## src/include/sied_cfg.svh

```systemverilog
`ifndef SIED_CFG_SVH
`define SIED_CFG_SVH
// Instruction field positions, big-endian bit 0 is insn[31]
`define SIED_OP_HI 31
`define SIED_OP_LO 26
`define SIED_SRC_HI 25
`define SIED_SRC_LO 21
`define SIED_BASE_HI 20
`define SIED_BASE_LO 16
`define SIED_IDX_HI 15
`define SIED_IDX_LO 11
`define SIED_XO_HI 10
`define SIED_XO_LO 1
`define SIED_DISP_HI 15
`define SIED_DISP_LO 0
// Primary and extended opcodes
`define SIED_OP_XFORM 6'h1f
`define SIED_OP_FP_DISP 6'h36
`define SIED_OP_FP_DISP_UPD 6'h37
`define SIED_XO_INT_DW_IDX 10'h095
`define SIED_XO_FP_DW_IDX_UPD 10'h2f7
`define SIED_XO_FP_DW_IDX 10'h2d7
`define SIED_XO_FP_WORD_IDX 10'h3d7
// Store request sizes in bytes
`define SIED_SIZE_DW 4'h8
`define SIED_SIZE_WORD 4'h4
// Reset values
`define SIED_ADDR_RST 64'h0
`define SIED_DATA_RST 64'h0
`endif

```

## src/include/sied_pkg.sv

```systemverilog
package sied_pkg;
  // Sequencer states, one-hot
  typedef enum logic [2:0] {
    SIED_IDLE = 3'b001,
    SIED_REQ = 3'b010,
    SIED_RESP = 3'b100
  } sied_state_t;
endpackage : sied_pkg

```

## src/hw/sied_store_decode.sv

```systemverilog
`timescale 1ns/1ps
`include "sied_cfg.svh"
// Overview of operation
// - Decode indexed integer doubleword store, bit 31 zero
// - Integer indexed store writes base plus index
// - Integer doubleword store illegal on 32-bit
// - Opcode 54 stores float doubleword at displacement
// - Sign-extend displacement; base zero uses it alone
// - Float stores never touch status or CR0
// - Opcode 55 is displacement form with update
// - Update base only if nonzero and no fault
// - Extended 759 is indexed float store with update
// - Indexed: base plus index, or index alone
// - Extended 727 is indexed float store
// - Extended 983 stores low float word unconverted
// - Single-precision source may give undefined word
// - Word store optional; absent means unsupported
module sied_store_decode #(
  parameter int ADDR_W = 64
) (
  input wire logic clock,
  input wire logic reset_n,
  input wire logic clock_en,
  input wire logic insn_valid,
  output logic insn_ready,
  input wire logic [31:0] insn,
  input wire logic impl_64bit,
  input wire logic word_store_present,
  output logic [4:0] int_source_reg,
  output logic [4:0] fp_source_reg,
  output logic [4:0] base_reg_field,
  output logic [4:0] index_reg_field,
  input wire logic [63:0] int_src_value,
  input wire logic [63:0] fp_src_value,
  input wire logic fp_src_single,
  input wire logic [ADDR_W-1:0] base_value,
  input wire logic [ADDR_W-1:0] index_value,
  output logic st_valid,
  input wire logic st_ready,
  output logic [ADDR_W-1:0] st_addr,
  output logic [63:0] st_data,
  output logic [3:0] st_size,
  output logic st_data_undefined,
  input wire logic mem_resp_valid,
  input wire logic mem_align_int,
  input wire logic mem_dsi_int,
  output logic wb_valid,
  output logic [4:0] wb_reg,
  output logic [ADDR_W-1:0] wb_data,
  output logic illegal_insn,
  output logic unsupported_insn
);

  // Base field zero means literal zero, not register contents
  function automatic logic [ADDR_W-1:0] ea_calc(input logic base_zero,
      input logic [ADDR_W-1:0] base, input logic [ADDR_W-1:0] offset);
    ea_calc = base_zero ? offset : base + offset;
  endfunction : ea_calc

  logic [5:0] op;
  logic [9:0] xo;
  logic base_zero;
  logic is_int_dw, is_fp_d, is_fp_du, is_fp_dux, is_fp_dx, is_fp_w;
  logic is_update, is_disp, recognised;
  logic [ADDR_W-1:0] disp_ext, offset, ea;
  logic [63:0] data_sel;
  logic accept;

  // Field extraction doubles as register file read addresses
  assign op = insn[`SIED_OP_HI:`SIED_OP_LO];
  assign xo = insn[`SIED_XO_HI:`SIED_XO_LO];
  assign int_source_reg = insn[`SIED_SRC_HI:`SIED_SRC_LO];
  assign fp_source_reg = insn[`SIED_SRC_HI:`SIED_SRC_LO];
  assign base_reg_field = insn[`SIED_BASE_HI:`SIED_BASE_LO];
  assign index_reg_field = insn[`SIED_IDX_HI:`SIED_IDX_LO];
  assign base_zero = (base_reg_field == 5'h00);

  // Opcode match; bit 31 is only checked where it is not reserved
  assign is_int_dw = (op == `SIED_OP_XFORM) && (xo == `SIED_XO_INT_DW_IDX)
      && !insn[0];
  assign is_fp_d = (op == `SIED_OP_FP_DISP);
  assign is_fp_du = (op == `SIED_OP_FP_DISP_UPD);
  assign is_fp_dux = (op == `SIED_OP_XFORM) && (xo == `SIED_XO_FP_DW_IDX_UPD);
  assign is_fp_dx = (op == `SIED_OP_XFORM) && (xo == `SIED_XO_FP_DW_IDX);
  assign is_fp_w = (op == `SIED_OP_XFORM) && (xo == `SIED_XO_FP_WORD_IDX);
  assign is_update = is_fp_du || is_fp_dux;
  assign is_disp = is_fp_d || is_fp_du;
  assign recognised = is_int_dw || is_fp_d || is_fp_du || is_fp_dux || is_fp_dx || is_fp_w;

  // Address generation shared by displacement and indexed forms
  assign disp_ext = ADDR_W'($signed(insn[`SIED_DISP_HI:`SIED_DISP_LO]));
  assign offset = is_disp ? disp_ext : index_value;
  assign ea = ea_calc(base_zero, base_value, offset);

  // Word form takes the low half raw, no format conversion
  assign data_sel = is_int_dw ? int_src_value
      : is_fp_w ? {32'h0, fp_src_value[31:0]} : fp_src_value;

  sied_pkg::sied_state_t state, next_state;
  logic [ADDR_W-1:0] next_st_addr;
  logic [63:0] next_st_data;
  logic [3:0] next_st_size;
  logic next_st_data_undefined;
  logic upd_en, next_upd_en;
  logic next_wb_valid;
  logic [4:0] next_wb_reg;
  logic [ADDR_W-1:0] next_wb_data;
  logic next_illegal_insn, next_unsupported_insn;

  // Handshakes are combinational from the state
  assign insn_ready = (state == sied_pkg::SIED_IDLE);
  assign st_valid = (state == sied_pkg::SIED_REQ);
  assign accept = insn_valid && insn_ready && clock_en;

  // Sequencer next-state; no status or CR0 outputs exist here
  always_comb begin
    next_state = state;
    next_st_addr = st_addr;
    next_st_data = st_data;
    next_st_size = st_size;
    next_st_data_undefined = st_data_undefined;
    next_upd_en = upd_en;
    next_wb_reg = wb_reg;
    next_wb_data = wb_data;
    next_wb_valid = 1'b0;
    next_illegal_insn = 1'b0;
    next_unsupported_insn = 1'b0;
    case (state)
      sied_pkg::SIED_IDLE: begin
        if (insn_valid) begin
          if (is_int_dw && !impl_64bit) begin
            next_illegal_insn = 1'b1;
          end else if ((is_fp_w && !word_store_present) || !recognised) begin
            next_unsupported_insn = 1'b1;
          end else begin
            next_state = sied_pkg::SIED_REQ;
            next_st_addr = ea;
            next_st_data = data_sel;
            next_st_size = is_fp_w ? `SIED_SIZE_WORD : `SIED_SIZE_DW;
            // Value is stored anyway; the flag lets the core trace it
            next_st_data_undefined = is_fp_w && fp_src_single;
            next_upd_en = is_update && !base_zero;
            next_wb_reg = base_reg_field;
          end
        end
      end
      sied_pkg::SIED_REQ: begin
        // Request held steady until memory takes it
        if (st_ready) begin
          next_state = sied_pkg::SIED_RESP;
        end
      end
      sied_pkg::SIED_RESP: begin
        // Base update waits for the access outcome, faults cancel it
        if (mem_resp_valid) begin
          next_state = sied_pkg::SIED_IDLE;
          if (upd_en && !mem_align_int && !mem_dsi_int) begin
            next_wb_valid = 1'b1;
            next_wb_data = st_addr;
          end
        end
      end
      default: begin
        next_state = sied_pkg::SIED_IDLE;
      end
    endcase
  end

  // State registers; clock_en low freezes everything
  always_ff @(posedge clock or negedge reset_n) begin
    if (!reset_n) begin
      state <= sied_pkg::SIED_IDLE;
      st_addr <= ADDR_W'(`SIED_ADDR_RST);
      st_data <= `SIED_DATA_RST;
      st_size <= `SIED_SIZE_DW;
      st_data_undefined <= 1'b0;
      upd_en <= 1'b0;
      wb_valid <= 1'b0;
      wb_reg <= 5'h00;
      wb_data <= ADDR_W'(`SIED_ADDR_RST);
      illegal_insn <= 1'b0;
      unsupported_insn <= 1'b0;
    end else if (clock_en) begin
      state <= next_state;
      st_addr <= next_st_addr;
      st_data <= next_st_data;
      st_size <= next_st_size;
      st_data_undefined <= next_st_data_undefined;
      upd_en <= next_upd_en;
      wb_valid <= next_wb_valid;
      wb_reg <= next_wb_reg;
      wb_data <= next_wb_data;
      illegal_insn <= next_illegal_insn;
      unsupported_insn <= next_unsupported_insn;
    end
  end

  // Checks on decode, address and update behaviour
  property p_illegal_32bit;
    @(posedge clock) disable iff (!reset_n)
    accept && is_int_dw && !impl_64bit |=> illegal_insn && !st_valid;
  endproperty
  a_illegal_32bit: assert property (p_illegal_32bit)
    else $error("32-bit dw store not trapped");

  property p_int_dw_store;
    @(posedge clock) disable iff (!reset_n)
    accept && is_int_dw && impl_64bit |=> st_valid && st_size == `SIED_SIZE_DW
        && st_data == $past(int_src_value);
  endproperty
  a_int_dw_store: assert property (p_int_dw_store)
    else $error("Integer dw store wrong");

  property p_disp_base_zero;
    @(posedge clock) disable iff (!reset_n)
    accept && is_fp_d && base_zero |=>
        st_addr == ADDR_W'($signed($past(insn[15:0])));
  endproperty
  a_disp_base_zero: assert property (p_disp_base_zero)
    else $error("Displacement EA wrong");

  property p_disp_add;
    @(posedge clock) disable iff (!reset_n)
    accept && is_fp_d && !base_zero |=> st_addr == $past(base_value) + $past(disp_ext)
        && st_data == $past(fp_src_value);
  endproperty
  a_disp_add: assert property (p_disp_add)
    else $error("Float dw store wrong");

  property p_idx_base_zero;
    @(posedge clock) disable iff (!reset_n)
    accept && is_fp_dx && base_zero |=> st_addr == $past(index_value);
  endproperty
  a_idx_base_zero: assert property (p_idx_base_zero)
    else $error("Indexed EA wrong");

  property p_word_store;
    @(posedge clock) disable iff (!reset_n)
    accept && is_fp_w && word_store_present |=> st_size == `SIED_SIZE_WORD
        && st_data == {32'h0, $past(fp_src_value[31:0])};
  endproperty
  a_word_store: assert property (p_word_store)
    else $error("Word store data wrong");

  property p_word_absent;
    @(posedge clock) disable iff (!reset_n)
    accept && is_fp_w && !word_store_present |=> unsupported_insn && !st_valid;
  endproperty
  a_word_absent: assert property (p_word_absent)
    else $error("Absent word store not refused");

  property p_fault_blocks_wb;
    @(posedge clock) disable iff (!reset_n)
    clock_en && state == sied_pkg::SIED_RESP && mem_resp_valid
        && (mem_align_int || mem_dsi_int) |=> !wb_valid;
  endproperty
  a_fault_blocks_wb: assert property (p_fault_blocks_wb)
    else $error("Update after fault");

  property p_wb_value;
    @(posedge clock) disable iff (!reset_n)
    wb_valid |-> wb_data == st_addr && wb_reg != 5'h00;
  endproperty
  a_wb_value: assert property (p_wb_value)
    else $error("Base update value wrong");

  property p_req_hold;
    @(posedge clock) disable iff (!reset_n)
    st_valid && !st_ready |=> st_valid && $stable(st_addr) && $stable(st_data);
  endproperty
  a_req_hold: assert property (p_req_hold)
    else $error("Store request dropped");

endmodule : sied_store_decode

```

## config.mk

```make
export PLATFORM = sky130hd
export DESIGN_NAME = sied_store_decode
export DESIGN_NICKNAME = d
export VERILOG_FILES = /design/src/include/sied_pkg.sv /design/src/hw/sied_store_decode.sv
export VERILOG_INCLUDE_DIRS = /design/src /design/src/include
export SDC_FILE = /design/constraint.sdc
export NUM_CORES = 1
export LEC_CHECK = 0
export BUFFER_PORTS_ARGS = -buffer_cell sky130_fd_sc_hd__clkbuf_2
export CORE_AREA = 5 5 202 204
export CTS_CLUSTER_DIAMETER = 120
export DETAILED_ROUTE_END_ITERATION = 10
export DIE_AREA = 0 0 207 209
export PLACE_DENSITY_LB_ADDON = 0.3
export SLEW_MARGIN = 5
export SYNTH_ARGS = -nofsm -noshare
export SYNTH_HDL_FRONTEND = slang
export SYNTH_SLANG_ARGS = --single-unit
```

## constraint.sdc

```tcl
create_clock -name clock -period 2 [get_ports clock]
set_clock_uncertainty 0.05 [all_clocks]
set_input_delay 0.3 -clock clock [delete_from_list [all_inputs] [get_ports clock]]
set_output_delay 0.3 -clock clock [all_outputs]
set_load 0.02 [all_outputs]
```

==> metrics.cfg <==
[run_status]
status = finished, violations left
violations = setup timing

[critical_path]
critPathLaunch = insn[29]
reg2reg_to = st_data[41]$_DFFE_PN0P_
reg2reg_depth = 11
critical_path_class = in2reg
required_ns = 2.37
arrival_ns = 3.68
cp-start-kind = input port
end_kind = flip-flop
r2r-start = state[0]$_DFFE_PN1P_
critical_path.max_fanout = 6
reg2reg_slack_ns = -0.14

[yosys]
synth_cell_types = 79
async_reset_ff_share_pct = 100
synth_ff_type = dfrtp_1
ys_seq_elements = 207
yosys_warnings = 0
synth_edf_count = 0
syn_avg_cell_area_um2 = 8.57
ys_seq_area_share_pct = 38.0
synth.cell_area_mm2 = 0.0136
netlist_instances = 1592

[timing]
period_needed_ns = 3.31
whs_ns = 0.0844
rsz0062_at_grt = yes
hold_viol_final = 0
slew_headroom_pct = 49.8
worst_pin_slew_ns = 0.753
fin_ws_ns = -1.31
fmax_mhz = 302
setup_violations = 108
fin_crit_sh_pct = 166
maxSlewViolCount = 0

[cts]
cts.sinks = 207
cts-root-buf = clkbuf_16
cts_tree = yes
htreeDepth = 1
cts_buffers = 26
cts.path.max_buffers = 3
clkLatencyLatePin_ns = 0.55
clkTransAtPathRegs_ns = 0.06

[placed_design]
dpl.hpwl_um = 46500
placed_area_mm2 = 0.0192
gp_congestion = 0.976
io_buffers = 508

[floorplan]
core_mm2 = 0.0391
die_h_um = 209
io_pins = 526
die_x_um = 207
row_count = 73
dieArea_mm2 = 0.0433
initial_utilization_pct = 34.9

[detailed_routing]
wl_per_cell_um = 22.2
drc = 0
first_pass_iters = 8
via_per_inst = 5.42
drt-total-wl_um = 68300
first_iter_violations = 1636
antenna_left = 0
num_vias = 16700

[pwr]
power_per_cell_area_mw_per_mm2 = 680
total_leakage_power_nw = 12.1
vdd_drop_max_v = 0.000629
fin_total_pwr_mw = 16.2

[global_routing]
grt_usage_pct = 27.7
grt_start_max_net_pins = 66
grt_pass1_wl_um = 96500
grt_pass1_vias = 16800
grt_overflow = 0
antenna_found_initial = 2

[final_layout]
nets = 2896
area_growth_pct = 75.0
fin_area_mm2 = 0.0239
n_fill_cell = 3229
drive_gt1_share_pct = 50.4
reg.largest.list = st_addr x64, st_data x64, wb_data x64

[worst_hold_path]
hold-path-cell-count = 3
hold_end = unsupported_insn$_DFFE_PN0P_
hold_path.class = in2reg
worst_hold_startpoint = clock_en

[run]
cap_violations = 0

worst max-delay path, cell delays in order:
cell and delay [ns]:
buf_6 0.09, and4b_2 0.32, nand2_4 0.09, buf_4 0.17
mux2_4 0.33, buf_4 0.15, ha_4 0.27, a21oi_4 0.06
a2111oi_4 0.46, o211ai_2 0.19, buf_6 0.17, a211oi_4 0.23
nor2_2 0.08, o221ai_2 0.24, buf_4 0.16, xnor2_1 0.11
nor2_1 0.07, a21oi_1 0.12, o21ai_1 0.06
through the flow:
stage / utilization (%) / instances / worst slack [ns] / setup TNS (ns)
5_1_grt: 61.1 / 3071 / -1.47 / -76.54
6_report: 61.1 / 3071 / -1.31 / -62.52
2_1_floorplan: - / 1593 / -1.70 / -88.65
3_5_place_dp: 49.0 / 2830 / -2.14 / -162.84
4_1_cts: 57.4 / 3038 / -1.27 / -72.85
3_3_place_gp: 49.0 / 2830 / -2.20 / -163.27
how the worst max path moves through the flow:
stage                               to  slack, ns  depth (start not counted)
2_1_floorplan  st_addr[54]$_DFFE_PN0P_      -1.70                         18
3_3_place_gp   st_addr[48]$_DFFE_PN0P_      -2.20                         19
3_5_place_dp   st_addr[48]$_DFFE_PN0P_      -2.14                         19
4_1_cts        st_addr[42]$_DFFE_PN0P_      -1.27                         18
5_1_grt        st_addr[62]$_DFFE_PN0P_      -1.47                         17
6_report       st_addr[34]$_DFFE_PN0P_      -1.31                         19
layer usage:
metal	wire length, um	share of wire (%)	vias to the layer above	GRT usage [%]
met5	12	0.018	-	0
li1	-	-	7537	-
met4	4260	6.2	2	12.7
met3	5090	7.5	249	5.95
met2	33000	48	860	47.6
met1	25900	38	8005	33.3
layout make-up:
cell class                      instances  area, um^2  share of cell area (%)
Clock buffer                           33         728                    3.05
Timing Repair Buffer                 1036        7530                    31.5
Inverter                               29         111                   0.466
Sequential cell                       207        5180                    21.7
Clock inverter                         14         188                   0.786
Tap cell                              525         657                    2.75
Antenna cell                            2        5.00                  0.0210
Multi-Input combinational cell       1225        9470                    39.7
cells by family after synthesis:
logic type | share of synthesized area, %
mux | 7.56
fa+ha+maj | 6.66
compound gates | 20.8
other cells | 0.0275
simple gates | 18.0
flops | 38.0
buf+inv | 5.39
xor+xnor | 3.53
synthesized netlist by cell type, types with 4 or more instances:
cell type | number | area share, %
clkbuf_1 | 66 | 1.8
and2_1 | 4 | 0.18
ha_1 | 71 | 6.5
nor4_1 | 4 | 0.18
xnor2_1 | 37 | 2.4
o211ai_1 | 4 | 0.22
a31oi_1 | 77 | 3.5
o21ai_1 | 39 | 1.4
buf_4 | 24 | 1.3
xor2_1 | 18 | 1.2
buf_2 | 33 | 1.2
nand4_1 | 29 | 1.3
a21oi_1 | 135 | 5.0
buf_1 | 9 | 0.25
dfrtp_1 | 205 | 38
nand3_1 | 51 | 1.9
nor3_1 | 16 | 0.59
mux2i_1 | 13 | 0.95
nand2_1 | 226 | 6.2
a21o_1 | 81 | 4.5
nor2_1 | 154 | 4.2
o21ai_0 | 48 | 1.8
and3_1 | 25 | 1.1
a221oi_1 | 5 | 0.32
o31ai_1 | 7 | 0.39
nor2b_1 | 7 | 0.32
or3_1 | 8 | 0.37
mux2_2 | 80 | 6.6
o21bai_1 | 14 | 0.77
inv_1 | 29 | 0.80
repair_timing:
action,in CTS,in global routing
cloned,2,11
setup buffers,24,24
pin swaps,87,95
hold endpoints to repair,121,0
setup endpoints to repair,138,140
resized for setup,140,219
hold buffers,136,0
cells in the final DEF, fill, tap and decap left out, types with 34 or more instances in the layout:
master and instances:
buf_6 35, nand2_1 209, clkbuf_2 501, dlygate4sd3_1 136
ha_1 40, nand3_1 43, o21ai_1 50, buf_4 321
a21oi_1 87, mux2_2 76, a21o_1 81, a31oi_1 53
nor2_1 120, dfrtp_1 205, clkbuf_16 34, a21oi_2 42
report_power, final:
part,switching (mW),internal [mW],leakage [nW]
Sequential,0.472,4.67,2.79
Clock,1.97,3.09,0.439
Combinational,3.29,2.75,8.91
Total,5.73,10.5,12.1
Power figures use the tool's default switching activity.
